### src/hmw_pkg.sv
// Constants for the host memory window unit.
package hmw_pkg;
  localparam logic [3:0] REG_H2C      = 4'h0;
  localparam logic [3:0] REG_C2H      = 4'h1;
  localparam logic [3:0] REG_ADDR_LO  = 4'h2;
  localparam logic [3:0] REG_ADDR_HI  = 4'h3;
  localparam logic [3:0] REG_DATA0    = 4'h4;
  localparam logic [3:0] REG_DATA3    = 4'h7;
  localparam logic [3:0] REG_SRC_LO   = 4'h8;
  localparam logic [3:0] REG_SRC_HI   = 4'h9;
  localparam logic [3:0] REG_MASK_LO  = 4'ha;
  localparam logic [3:0] REG_MASK_HI  = 4'hb;
  localparam logic [3:0] REG_APP_ID   = 4'hc;
  // Access size field, low two bits of the window address.
  localparam logic [1:0] SIZE_BYTE    = 2'h0;
  localparam logic [1:0] SIZE_HALF    = 2'h1;
  localparam logic [1:0] SIZE_WORD    = 2'h2;
  localparam logic [1:0] SIZE_AUTO    = 2'h3;
  localparam int         REGION_BIT   = 15;
  localparam int         SWI_W        = 15;
  localparam logic [1:0] LANE_LAST    = 2'h3;
  localparam logic [3:0] BE_NONE      = 4'h0;
  localparam logic [3:0] BE_LOW       = 4'h3;
  localparam logic [3:0] BE_HIGH      = 4'hc;
  localparam logic [3:0] BE_ALL       = 4'hf;
  localparam logic [3:0] BE_ONE       = 4'h1;
  localparam logic [15:0] ADDR_RST    = 16'h0000;
  localparam logic [15:0] MASK_RST    = 16'h0000;
  localparam logic [7:0]  BYTE_RST    = 8'h00;
endpackage

### src/hmw_top.sv
// Host to controller mailbox, software events and byte-wide memory window.
`timescale 1ns/1ps
// Functional notes
// - Host write of host-to-controller mailbox raises controller interrupt.
// - Controller write of controller-to-host mailbox raises mailbox host source.
// - Software event asserts on enabled event bit or controller mailbox write.
// - Host event output is low while mailbox source or software event asserts.
// - Each host event can be masked by the mask register.
// - Host reads which event caused the interrupt from the source register.
// - System reset returns all registers and state to defaults.
// - Host and controller accesses each complete in their own clock timing.
// - Unit idles in low power when nothing addresses it.
// - Thirteen host byte registers; controller-only settings elsewhere.
// - Controller sets regions read-only, write-only or read/write for host.
// - Base and limits are controller-only, host cannot see them.
// - Read and write limits independent; regions may overlap.
// - Zero read limit with positive write limit makes region write-only.
// - Two regions, each window at most 32 kilobytes.
// - 16-bit address register and 32-bit data register, byte accessed.
// - Host accesses bytes; memory transfers may be wider.
// - Data byte read loads one, two or four bytes per size field.
// - Data byte write stores matching byte or bytes per size field.
// - Auto-increment advances the address without host rewriting it.
// - Size 00 byte, 01 half, 10 word, 11 word with increment on byte 3.
// - Word mode: byte 0 read fetches, byte 3 write commits all four.
// - Half mode: bytes 0,2 reads fetch; bytes 1,3 writes commit pairs.
// - Write to read-only or no-access area updates only data register.
module hmw_top
  import hmw_pkg::*;
(
  // Clock, enable and reset.
  input  wire logic              clock_i,
  input  wire logic              ce_i,
  input  wire logic              rstn_i,
  // Host byte port, asynchronous to clock_i.
  input  wire logic              host_clk_i,
  input  wire logic              host_sel_i,
  input  wire logic              host_wr_i,
  input  wire logic [3:0]        host_addr_i,
  input  wire logic [7:0]        host_wdata_i,
  output logic      [7:0]        host_rdata_o,
  output logic                   host_busy_o,
  output logic                   host_event_out_n_o,
  // Controller side.
  input  wire logic              ec_mbox_wr_i,
  input  wire logic [7:0]        ec_mbox_data_i,
  input  wire logic              ec_h2c_ack_i,
  input  wire logic [SWI_W-1:0]  software_event_bits_set_i,
  input  wire logic [SWI_W-1:0]  software_event_enables_i,
  input  wire logic [1:0][31:0]  region_base_i,
  input  wire logic [1:0][14:0]  region_rd_limit_i,
  input  wire logic [1:0][14:0]  region_wr_limit_i,
  output logic      [7:0]        h2c_mbox_o,
  output logic                   h2c_irq_o,
  output logic      [SWI_W-1:0]  software_event_bits_o,
  output logic      [7:0]        app_id_o,
  output logic                   idle_o,
  // Internal memory port.
  output logic                   mem_req_o,
  output logic                   mem_we_o,
  output logic      [31:0]       mem_addr_o,
  output logic      [3:0]        mem_be_o,
  output logic      [31:0]       mem_wdata_o,
  input  wire logic [31:0]       mem_rdata_i,
  input  wire logic              mem_ack_i
);

  typedef enum logic {ST_IDLE, ST_MEM} hmw_state_t;

  // Lanes moved to or from memory for an access of data byte lane.
  function automatic logic [3:0] lane_mask(input logic [1:0] size, input logic [1:0] lane,
                                           input logic wr);
    logic [3:0] m;
    m = BE_NONE;
    unique case (size)
      SIZE_BYTE: m = BE_ONE << lane;
      SIZE_HALF: begin
        if (wr && lane == 2'h1) m = BE_LOW;
        if (wr && lane == LANE_LAST) m = BE_HIGH;
        if (!wr && lane == 2'h0) m = BE_LOW;
        if (!wr && lane == 2'h2) m = BE_HIGH;
      end
      SIZE_WORD, SIZE_AUTO: begin
        if (wr && lane == LANE_LAST) m = BE_ALL;
        if (!wr && lane == 2'h0) m = BE_ALL;
      end
    endcase
    return m;
  endfunction

  // Host port synchronisers; a three-bit history finds host clock edges.
  logic [12:0] sync1;
  logic [12:0] sync2;
  logic        hclk_d;
  always_ff @(posedge clock_i or negedge rstn_i) begin
    if (!rstn_i) begin
      sync1  <= '0;
      sync2  <= '0;
      hclk_d <= 1'b0;
    end else if (ce_i) begin
      sync1  <= {host_clk_i, host_sel_i, host_wr_i, host_addr_i, host_wdata_i[7:2]};
      sync2  <= sync1;
      hclk_d <= sync2[12];
    end
  end
  logic [1:0] wlo1;
  logic [1:0] wlo2;
  always_ff @(posedge clock_i or negedge rstn_i) begin
    if (!rstn_i) begin
      wlo1 <= 2'h0;
      wlo2 <= 2'h0;
    end else if (ce_i) begin
      wlo1 <= host_wdata_i[1:0];
      wlo2 <= wlo1;
    end
  end

  hmw_state_t       state;
  logic [15:0]      addr_q;
  logic [3:0][7:0]  data_q;
  logic [3:0]       be_q;
  logic [1:0]       lane_q;
  logic             mbox_src;
  logic [SWI_W-1:0] swi;
  logic [15:0]      mask;
  logic [7:0]       c2h_mbox;

  logic       acc;
  logic       acc_wr;
  logic [3:0] acc_addr;
  logic [7:0] acc_data;
  assign acc      = sync2[12] && !hclk_d && sync2[11] && state == ST_IDLE;
  assign acc_wr   = acc && sync2[10];
  assign acc_addr = sync2[9:6];
  assign acc_data = {sync2[5:0], wlo2};

  // Window decode against the selected region.
  logic        rsel;
  logic [14:0] win_off;
  logic        rd_ok;
  logic        wr_ok;
  logic        is_data;
  logic [1:0]  lane;
  logic [1:0]  size;
  logic [3:0]  be;
  assign rsel    = addr_q[REGION_BIT];
  assign win_off = {addr_q[14:2], 2'h0};
  assign rd_ok   = win_off < region_rd_limit_i[rsel];
  assign wr_ok   = win_off < region_wr_limit_i[rsel];
  assign is_data = acc_addr >= REG_DATA0 && acc_addr <= REG_DATA3;
  assign lane    = acc_addr[1:0];
  assign size    = addr_q[1:0];
  assign be      = lane_mask(size, lane, acc_wr);

  logic [7:0] next_rdata;
  always_comb begin
    next_rdata = BYTE_RST;
    unique case (acc_addr)
      REG_H2C:     next_rdata = h2c_mbox_o;
      REG_C2H:     next_rdata = c2h_mbox;
      REG_ADDR_LO: next_rdata = addr_q[7:0];
      REG_ADDR_HI: next_rdata = addr_q[15:8];
      REG_SRC_LO:  next_rdata = {swi[6:0], mbox_src};
      REG_SRC_HI:  next_rdata = swi[14:7];
      REG_MASK_LO: next_rdata = mask[7:0];
      REG_MASK_HI: next_rdata = mask[15:8];
      REG_APP_ID:  next_rdata = app_id_o;
      default:     next_rdata = data_q[lane];
    endcase
  end

  // Window engine: address, data register and memory transfers.
  always_ff @(posedge clock_i or negedge rstn_i) begin
    if (!rstn_i) begin
      state        <= ST_IDLE;
      addr_q       <= ADDR_RST;
      data_q       <= '0;
      be_q         <= BE_NONE;
      lane_q       <= 2'h0;
      host_rdata_o <= BYTE_RST;
      mem_req_o    <= 1'b0;
      mem_we_o     <= 1'b0;
      mem_addr_o   <= '0;
      mem_be_o     <= BE_NONE;
      mem_wdata_o  <= '0;
    end else if (ce_i) begin
      unique case (state)
        ST_IDLE: begin
          if (acc && !acc_wr) host_rdata_o <= next_rdata;
          if (acc_wr && acc_addr == REG_ADDR_LO) addr_q[7:0] <= acc_data;
          if (acc_wr && acc_addr == REG_ADDR_HI) addr_q[15:8] <= acc_data;
          if (acc && is_data) begin
            lane_q     <= lane;
            be_q       <= be;
            mem_addr_o <= region_base_i[rsel] + {17'h0, win_off};
            mem_we_o   <= acc_wr;
            mem_be_o   <= be;
            if (acc_wr) begin
              data_q[lane] <= acc_data;
              mem_wdata_o  <= data_q;
              mem_wdata_o[lane*8 +: 8] <= acc_data;
            end
            if (be != BE_NONE && (acc_wr ? wr_ok : rd_ok)) begin
              mem_req_o <= 1'b1;
              state     <= ST_MEM;
            end
            if (size == SIZE_AUTO && lane == LANE_LAST && (!acc_wr || wr_ok))
              addr_q[14:2] <= addr_q[14:2] + 13'h1;
          end
        end
        ST_MEM: begin
          if (mem_ack_i) begin
            mem_req_o <= 1'b0;
            state     <= ST_IDLE;
            if (!mem_we_o) begin
              for (int i = 0; i < 4; i++)
                if (be_q[i]) data_q[i] <= mem_rdata_i[i*8 +: 8];
              host_rdata_o <= mem_rdata_i[lane_q*8 +: 8];
            end
          end
        end
      endcase
    end
  end

  // Mailboxes, software events, mask and ownership ID.
  always_ff @(posedge clock_i or negedge rstn_i) begin
    if (!rstn_i) begin
      h2c_mbox_o <= BYTE_RST;
      h2c_irq_o  <= 1'b0;
      c2h_mbox   <= BYTE_RST;
      mbox_src   <= 1'b0;
      swi        <= '0;
      mask       <= MASK_RST;
      app_id_o   <= BYTE_RST;
    end else if (ce_i) begin
      if (acc_wr && acc_addr == REG_H2C) h2c_mbox_o <= acc_data;
      if (acc_wr && acc_addr == REG_H2C) h2c_irq_o <= 1'b1;
      else if (ec_h2c_ack_i) h2c_irq_o <= 1'b0;
      if (ec_mbox_wr_i) c2h_mbox <= ec_mbox_data_i;
      if (ec_mbox_wr_i) mbox_src <= 1'b1;
      else if (acc_wr && acc_addr == REG_SRC_LO && acc_data[0]) mbox_src <= 1'b0;
      swi <= (swi & ~((acc_wr && acc_addr == REG_SRC_LO) ? {8'h0, acc_data[7:1]} : '0)
                  & ~((acc_wr && acc_addr == REG_SRC_HI) ? {acc_data, 7'h0} : '0))
             | software_event_bits_set_i;
      if (acc_wr && acc_addr == REG_MASK_LO) mask[7:0] <= acc_data;
      if (acc_wr && acc_addr == REG_MASK_HI) mask[15:8] <= acc_data;
      if (acc_wr && acc_addr == REG_APP_ID) app_id_o <= acc_data;
    end
  end

  // Host event output and status.
  logic mbox_irq;
  logic host_software_event;
  assign mbox_irq            = mbox_src && !mask[0];
  assign host_software_event = |(swi & software_event_enables_i & ~mask[15:1]) || mbox_irq;
  always_ff @(posedge clock_i or negedge rstn_i) begin
    if (!rstn_i) begin
      host_event_out_n_o    <= 1'b1;
      host_busy_o           <= 1'b0;
      idle_o                <= 1'b1;
      software_event_bits_o <= '0;
    end else if (ce_i) begin
      host_event_out_n_o    <= !(mbox_irq || host_software_event);
      host_busy_o           <= state == ST_MEM || (acc && is_data);
      idle_o                <= state == ST_IDLE && !acc && !sync2[11];
      software_event_bits_o <= swi;
    end
  end

  AST_H2C_IRQ: assert property (@(posedge clock_i) disable iff (!rstn_i)
    ce_i && acc_wr && acc_addr == REG_H2C |=> h2c_irq_o)
    else $error("host mailbox write did not raise controller interrupt");
  AST_C2H_SRC: assert property (@(posedge clock_i) disable iff (!rstn_i)
    ce_i && ec_mbox_wr_i |=> mbox_src ##0 c2h_mbox == $past(ec_mbox_data_i))
    else $error("controller mailbox write lost");
  AST_EVENT_LOW: assert property (@(posedge clock_i) disable iff (!rstn_i)
    ce_i && mbox_src && !mask[0] |=> !host_event_out_n_o)
    else $error("host event not driven low for mailbox");
  AST_SWI_EVENT: assert property (@(posedge clock_i) disable iff (!rstn_i)
    ce_i && |(swi & software_event_enables_i & ~mask[15:1]) |=> !host_event_out_n_o)
    else $error("software event did not drive host event");
  AST_MASKED: assert property (@(posedge clock_i) disable iff (!rstn_i)
    ce_i && !mbox_irq && (swi & software_event_enables_i & ~mask[15:1]) == '0
    |=> host_event_out_n_o)
    else $error("masked event produced host event");
  AST_NO_COMMIT: assert property (@(posedge clock_i) disable iff (!rstn_i)
    ce_i && acc_wr && is_data && !wr_ok |=> !mem_req_o ##0 data_q[$past(lane)] == $past(acc_data))
    else $error("refused write reached memory or missed data register");
  AST_AUTO_INC: assert property (@(posedge clock_i) disable iff (!rstn_i)
    ce_i && acc && !acc_wr && is_data && size == SIZE_AUTO && lane == LANE_LAST
    |=> addr_q[14:2] == $past(addr_q[14:2]) + 13'h1)
    else $error("auto increment missed");
  AST_WORD_BE: assert property (@(posedge clock_i) disable iff (!rstn_i)
    ce_i && acc && is_data && size == SIZE_WORD && rd_ok && lane == 2'h0 && !acc_wr
    |=> mem_req_o && mem_be_o == BE_ALL && !mem_we_o)
    else $error("word read did not fetch four bytes");
  AST_HALF_HI: assert property (@(posedge clock_i) disable iff (!rstn_i)
    ce_i && acc_wr && is_data && size == SIZE_HALF && wr_ok && lane == LANE_LAST
    |=> mem_req_o && mem_be_o == BE_HIGH)
    else $error("half write of byte 3 did not commit upper pair");

endmodule // hmw_top

### config.mk
export PLATFORM = sky130hd
export DESIGN_NAME = hmw_top
export DESIGN_NICKNAME = d
export VERILOG_FILES = /design/src/hmw_pkg.sv /design/src/hmw_top.sv
export SDC_FILE = /design/constraint.sdc
export NUM_CORES = 1
export LEC_CHECK = 0
export BUFFER_PORTS_ARGS = -buffer_cell sky130_fd_sc_hd__buf_4
export CORE_MARGIN = 2
export CORE_UTILIZATION = 50
export CTS_CLUSTER_SIZE = 10
export DETAILED_ROUTE_END_ITERATION = 6
export PLACE_DENSITY = 0.81
export SLEW_MARGIN = 15
export SYNTH_ARGS = -nofsm -noshare
export SYNTH_HDL_FRONTEND = slang
export SYNTH_SLANG_ARGS = --single-unit
### constraint.sdc
create_clock -name clock_i -period 5.3 [get_ports clock_i]
set_clock_uncertainty 0.1 [all_clocks]
set_input_delay 0 -clock clock_i [delete_from_list [all_inputs] [get_ports clock_i]]
set_output_delay 0 -clock clock_i [all_outputs]
set_load 0.1 [all_outputs]
==> impl_metrics.tcl, run 1 <==
set metrics [dict create \
    p_per_area_mw_per_mm2 404 \
    synth_nets 1621 \
    cap_violations 0 \
    synth_ff_type "dfrtp_1" \
    ant_nets 0 \
    num_vias 13022 \
    yosysSeqAreaShare_pct 43.8 \
    wl_per_cell_um 22.2 \
    worst-r2r-setup-slack_ps 360 \
    wl_um 47100 \
    tightest_slew_ps 1120 \
    total_power_mw 7.37 \
    grtUsageTotal_pct 33.4 \
    synth_area_sq_mm 0.0134 \
    critPathSlowestCell "dfrtp_4" \
    drt_iter0_markers 1433 \
    synth.avg_cell_area_sq_um 9.88 \
    clk_latency_ps 550 \
    clock_sinks 235 \
    tns_ps 0 \
    synth_edf_count 0 \
    crit_path_cell_trace "mux2_2 > ha_1 > o21ai_0 > o21ai_0 > o2111ai_1 > o211ai_1 > o31ai_1 > buf_4 > o21ai_0 > dlygate4sd3_1 > a21oi_1 > dlygate4sd3_1 > a221o_1 > dlygate4sd3_1" \
    status "finished with violations" \
    grt_max_degree 143 \
    drv_slew 0 \
    firstDrtPassIters 7 \
    core.rowCount 60 \
    hold_end "host_busy_o" \
    core_area_sq_mm 0.0267 \
    drive_above_1_share_pct 29.1 \
    numCtsBuffers 28 \
    syn2layout_area_growth_pct 35.9 \
    ir_worst_vdd_uv 301 \
    clkTransAtPathRegs_ps 60 \
    hp-class "primary input to flip-flop" \
    min_period_over_period_pct 93.3 \
    setup_violations 0 \
    critPathRequiredTime_ps 5630 \
    fin_crit_ps 4940 \
    ys_ff_latch 235 \
    drcViolationCount 0 \
    cts.htree.levels 1 \
    start_kind "flip-flop" \
    synth_warnings 0 \
    cts_tree "done" \
    place_congestion 0.957 \
    cp_max_fo 23 \
    violations "hold timing" \
    antenna_found_initial 0 \
    end_kind "flip-flop" \
    worstPathArrival_ps 5280 \
    hold_depth 3 \
    r2r_cells 14 \
    num_antenna_cells 0 \
    dp_hpwl_um 31400 \
    ys_types 71 \
    whs_ps -3.81 \
    die_height_um 168 \
    regToRegEndpoint "mem_addr_o[19]" \
    async_flop_share_pct 100 \
    root_buffer "clkbuf_16" \
    fin_nets 2029 \
    die_area_sq_mm 0.0282 \
    grt_pass1_wl_um 74300 \
    synth_cells 1360 \
    critical_path_class "flip-flop to flip-flop" \
    cts_buffer_depth 3 \
    vias_per_cell 6.13 \
    portBuffers 327 \
    placed_area_sq_mm 0.0161 \
    critPathMaxStageDelay_ps 650 \
    max_slew_margin_pct 25.0 \
    initial_core_util_pct 50.4 \
    fmax_mhz 202 \
    power.leakage_nw 8.29 \
    rr_startpoint "addr_q[15]" \
    pin_count 328 \
    hold_violations 1 \
    fin_area_sq_mm 0.0183 \
    grt_pass1_vias 13193 \
    fp.dieW_um 168 \
    final_util_pct 68.5 \
    rsz0062_at_grt "no" \
    worstHoldStart "ce_i" \
    gr-total-overflow 0 \
]
registers in the layout, indices dropped and copies added, names as in the netlist, 2 cells and up:
name                   count
data_q                    32
mem_addr_o                32
mem_wdata_o               32
addr_q                    16
mask                      16
software_event_bits_o     15
swi                       15
sync1                     13
sync2                     13
app_id_o                   8
c2h_mbox                   8
h2c_mbox_o                 8
host_rdata_o               8
be_q                       4
lane_q                     2
wlo1                       2
wlo2                       2
how the worst max path moves through the flow:
stage | from | depth (start not counted) | endpoint
3_5_place_dp | addr_q[15] | 12 | mem_addr_o[26]
4_1_cts | addr_q[15] | 14 | mem_addr_o[19]
2_1_floorplan | addr_q[15] | 15 | mem_addr_o[19]
3_3_place_gp | addr_q[15] | 12 | mem_addr_o[26]
6_report | addr_q[15] | 14 | mem_addr_o[19]
5_1_grt | addr_q[15] | 15 | mem_addr_o[19]
area by class of cell:
cell class / instances / area [sq um]
Tap cell: 341 / 427
Timing Repair Buffer: 476 / 3940
Inverter: 15 / 56.3
Clock inverter: 2 / 23.8
Multi-Input combinational cell: 1012 / 7130
Fill cell: 1977 / 8390
Sequential cell: 235 / 5890
Clock buffer: 44 / 791
stage by stage:
step	std cells	setup slack (ps)
after floorplan	1360	1420
final	2125	356
after CTS	2123	255
after global placement	1943	1670
after detailed placement	1943	1580
after global routing	2125	135
cell usage after synthesis (9+ instances only):
cell      count  area share [%]
a22oi_1      45             2.5
o22ai_1      10            0.47
a22o_1       19             1.2
buf_2        13            0.48
o21ai_0     102             3.8
mux4_2       16             2.7
nor2b_1      47             2.2
xor2_1       16             1.0
nand2_1     161             4.5
xnor2_1      11            0.72
mux2_2      114             9.6
buf_1        12            0.34
a21oi_1     108             4.0
nor4_1       10            0.47
inv_1        14            0.39
dfrtp_1     233              43
clkbuf_1     71             2.0
ha_1         45             4.2
a21o_1       14            0.78
nor2_1       83             2.3
nor3_1       18            0.67
mux2i_1      40             3.0
nand4_1       9            0.42
nand3_1      20            0.74
cells by family (layout without fill, tap and decap cells):
| group | after synthesis | count (layout) | synth area share, % |
|---|---|---|---|
| AOI/OAI and AO/OA | 374 | 374 | 17.4 |
| xor gates and xnor gates | 27 | 27 | 1.76 |
| adders and majority gates | 46 | 46 | 4.34 |
| buffers and inverters | 113 | 537 | 3.36 |
| DFF | 235 | 235 | 43.8 |
| muxes | 170 | 170 | 15.2 |
| and+or+nand+nor | 395 | 395 | 14.1 |
where the power goes:
part / total, mW / internal (mW) / switching [mW]
logic: 3.15 / 0.917 / 2.23
registers: 2.47 / 2.09 / 0.389
clock network: 1.75 / 1.01 / 0.740
total: 7.37 / 4.01 / 3.36
critical path, delay by kind of cell, from the launching register on:
kind | cells | cell delay (ps)
buffers and inverters | 4 | 1890
AOI/OAI and AO/OA | 8 | 1430
DFF | 1 | 650
muxes | 1 | 400
adders and majority gates | 1 | 340
routing by layer:
layer	vias up	share of wire (%)	global-route usage (%)
li1	5787	-	-
met1	6238	38	42.4
met2	818	47	54.4
met3	179	10	7.76
met4	0	5.3	15.7
met5	-	0	0
layout by cell type (no fill, tap or decap), types with 4 or more instances in the layout:
| master | count |
|---|---|
| o21ai_0 | 102 |
| nor2b_1 | 47 |
| xor2_1 | 16 |
| a22oi_1 | 45 |
| o22ai_1 | 10 |
| ha_1 | 45 |
| a21o_1 | 14 |
| nand2b_1 | 8 |
| nor2_1 | 83 |
| clkbuf_1 | 13 |
| dlygate4sd3_1 | 135 |
| a222oi_1 | 6 |
| nand2_1 | 160 |
| o211ai_1 | 5 |
| nor4_1 | 10 |
| mux4_2 | 16 |
| a32oi_1 | 5 |
| or3_1 | 6 |
| clkbuf_16 | 28 |
| buf_4 | 338 |
| and3_1 | 8 |
| o21a_1 | 5 |
| dfrtp_1 | 232 |
| inv_1 | 14 |
| a22o_1 | 19 |
| a31oi_1 | 8 |
| nor3b_1 | 6 |
| mux2i_1 | 40 |
| a211oi_1 | 6 |
| nand3_1 | 19 |
| o31ai_1 | 4 |
| xnor2_1 | 11 |
| nand4_1 | 9 |
| mux2_2 | 114 |
| nor3_1 | 17 |
| a221oi_1 | 6 |
| a21oi_1 | 107 |
timing repair:
item	4_1_cts	5_1_grt
hold endpoints to repair	199	1
hold buffers	134	1
endpoints found under the setup margin	0	1
gates resized for setup	0	0
setup buffers	0	1
Note: power is estimated with default switching activity, not from simulation.
==> run 2: changes to the inputs <==
--- a/config.mk
+++ b/config.mk
@@ -6,7 +6,6 @@
 export NUM_CORES = 1
 export LEC_CHECK = 0
 export BUFFER_PORTS_ARGS = -buffer_cell sky130_fd_sc_hd__buf_4
-export CORE_MARGIN = 2
 export CORE_UTILIZATION = 50
 export CTS_CLUSTER_SIZE = 10
 export DETAILED_ROUTE_END_ITERATION = 6
==> run 2 against run 1 <==
The flow finishes with violations (DRC, hold timing). Critical path depth is 1 higher. Count of clock-buffer cells in the layout fell by 1. Clock power about the same. Critical path type unchanged. Critical endpoint is now mem_addr_o[26]. Highest routed layer unchanged.
==> impl_metrics.tcl, run 2 (synthesized netlist as in run 1, its figures left out) <==
set metrics [dict create \
    hold_violations 12 \
    ant_nets 0 \
    core.rowCount 59 \
    reg_top3 "data_q: 32 flops, mem_addr_o: 32 flops, mem_wdata_o: 32 flops" \
    cpMostUsedCell "dlygate4sd3_1" \
    tns_ps 0 \
    clkTransAtPathRegs_ps 60 \
    rr_startpoint "addr_q[15]" \
    antenna_found_initial 1 \
    violations "DRC, hold timing" \
    pin_count 328 \
    fin_crit_ps 4970 \
    status "finished with violations" \
    min_period_over_period_pct 93.7 \
    vias_per_cell 6.12 \
    regToRegEndpoint "mem_addr_o[26]" \
    num_vias 12898 \
    grt_pass1_vias 13111 \
    grtUsageTotal_pct 33.8 \
    portBuffers 327 \
    die_height_um 166 \
    worst-r2r-setup-slack_ps 330 \
    cts_buffer_depth 3 \
    whs_ps -53.1 \
    ir_worst_vdd_uv 239 \
    syn2layout_area_growth_pct 35.1 \
    start_kind "flip-flop" \
    initial_core_util_pct 51.3 \
    worstPathArrival_ps 5350 \
    cts.htree.levels 1 \
    cts_tree "done" \
    critPathMaxStageDelay_ps 660 \
    gr-total-overflow 0 \
    drv_slew 0 \
    critPathRequiredTime_ps 5680 \
    tightest_slew_ps 1140 \
    final_cell_mix "337 x buf_4, 232 x dfrtp_1, 160 x nand2_1" \
    critical_path_class "flip-flop to flip-flop" \
    firstDrtPassIters 7 \
    drive_above_1_share_pct 29.3 \
    fin_ws_ps 332 \
    die_area_sq_mm 0.0275 \
    grt_max_degree 140 \
    dp_hpwl_um 31500 \
    drt_iter0_markers 1457 \
    drcViolationCount 30 \
    wl_um 46700 \
    root_buffer "clkbuf_16" \
    grt_pass1_wl_um 73100 \
    fmax_mhz 201 \
    critPathSlowestCell "dfrtp_4" \
    cp_max_fo 24 \
    core_area_sq_mm 0.0262 \
    end_kind "flip-flop" \
    max_slew_margin_pct 23.1 \
    cap_violations 0 \
    rsz0062_at_grt "no" \
    multi_input_area_sq_mm 0.00713 \
    wl_per_cell_um 22.1 \
    hp-class "primary input to asynchronous set/reset pin" \
    place_congestion 0.948 \
    mostFrequentLayoutCell "buf_4" \
    fp.dieW_um 166 \
    numCtsBuffers 28 \
    regArea_sq_mm 0.00589 \
    clock_sinks 235 \
    p_per_area_mw_per_mm2 405 \
    fin_nets 2019 \
    crit_path_cell_trace "mux2_2 > dlygate4sd3_1 > ha_1 > inv_1 > fa_1 > nor2b_1 > o21a_1 > o21ai_0 > a211oi_2 > o21ai_2 > nor3_1 > xnor2_1 > dlygate4sd3_1 > o211ai_1 > dlygate4sd3_1" \
    setup_violations 0 \
    power.leakage_nw 8.25 \
    clk_latency_ps 540 \
    place_worst_setup_slack_ps 1590 \
    r2r_cells 15 \
    fill_cells 1940 \
]
==> run 2: cell types whose count changed in the layout (fill, tap and decap cells not counted), sizes merged <==
cell	previous run	this run
clkinvlp	1	0
clkinv	2	3
diode	0	1
buf	341	340
clkbuf	44	43
dlygate4sd3	135	126
==> run 2: what timing repair did <==
action | in CTS | in global routing
endpoints found under the hold margin | 199 | 0
buffers inserted | 0 | 1
setup endpoints to repair | 0 | 1
resized for setup | 0 | 2
hold buffers | 126 | 0
==> run 2: routing by layer <==
metal | part of all wire, % | vias to the layer above | global-route usage, %
li1 | - | 5759 | -
met1 | 38 | 6177 | 41.8
met2 | 47 | 790 | 56.4
met3 | 9.6 | 172 | 7.29
met4 | 5.2 | 0 | 16.6
met5 | 0 | - | 0
==> run 2: layout make-up <==
type	instances	area share [%]
Antenna cell	1	0.0138
Tap cell	335	2.31
Multi-Input combinational cell	1012	39.3
Clock buffer	43	4.40
Sequential cell	235	32.4
Clock inverter	2	0.0551
Inverter	15	0.310
Timing Repair Buffer	466	21.2
==> run 2: how the worst max path moves through the flow <==
stage	start	end	depth (start not counted)
finish	addr_q[15]	mem_addr_o[26]	15
global route	addr_q[15]	mem_addr_o[26]	15
CTS	addr_q[15]	mem_addr_o[26]	15
detailed placement	addr_q[15]	mem_addr_o[26]	12
global placement	addr_q[15]	mem_addr_o[26]	12
floorplan	addr_q[15]	mem_addr_o[19]	15
==> run 2: stage by stage <==
stage          utilization [%]  hold slack, ps  area [sq um]  total power, mW  std cells
6_report                  69.3           -53.1         18200             7.35       2109
5_1_grt                   69.3            41.2         18200             7.61       2109
4_1_cts                   69.1            1.99         18100             7.30       2107
3_5_place_dp              61.2           -17.4         16000             5.46       1936
3_3_place_gp              61.2           -22.3         16000             5.42       1936
2_1_floorplan                -            -396         13400             4.59       1360
==> run 2: worst max-delay path, delay by kind of cell (launching register included) <==
kind | cells | cell delay (ps)
AOI/OAI and AO/OA | 5 | 1230
buffers and inverters | 4 | 1780
adders and majority gates | 2 | 420
DFF | 1 | 660
and+or+nand+nor | 2 | 190
muxes | 1 | 380
xor gates and xnor gates | 1 | 140
==> run 2: where the power goes <==
part,internal [mW],switching (mW)
Combinational,0.908,2.22
Sequential,2.09,0.383
Clock,1.02,0.731
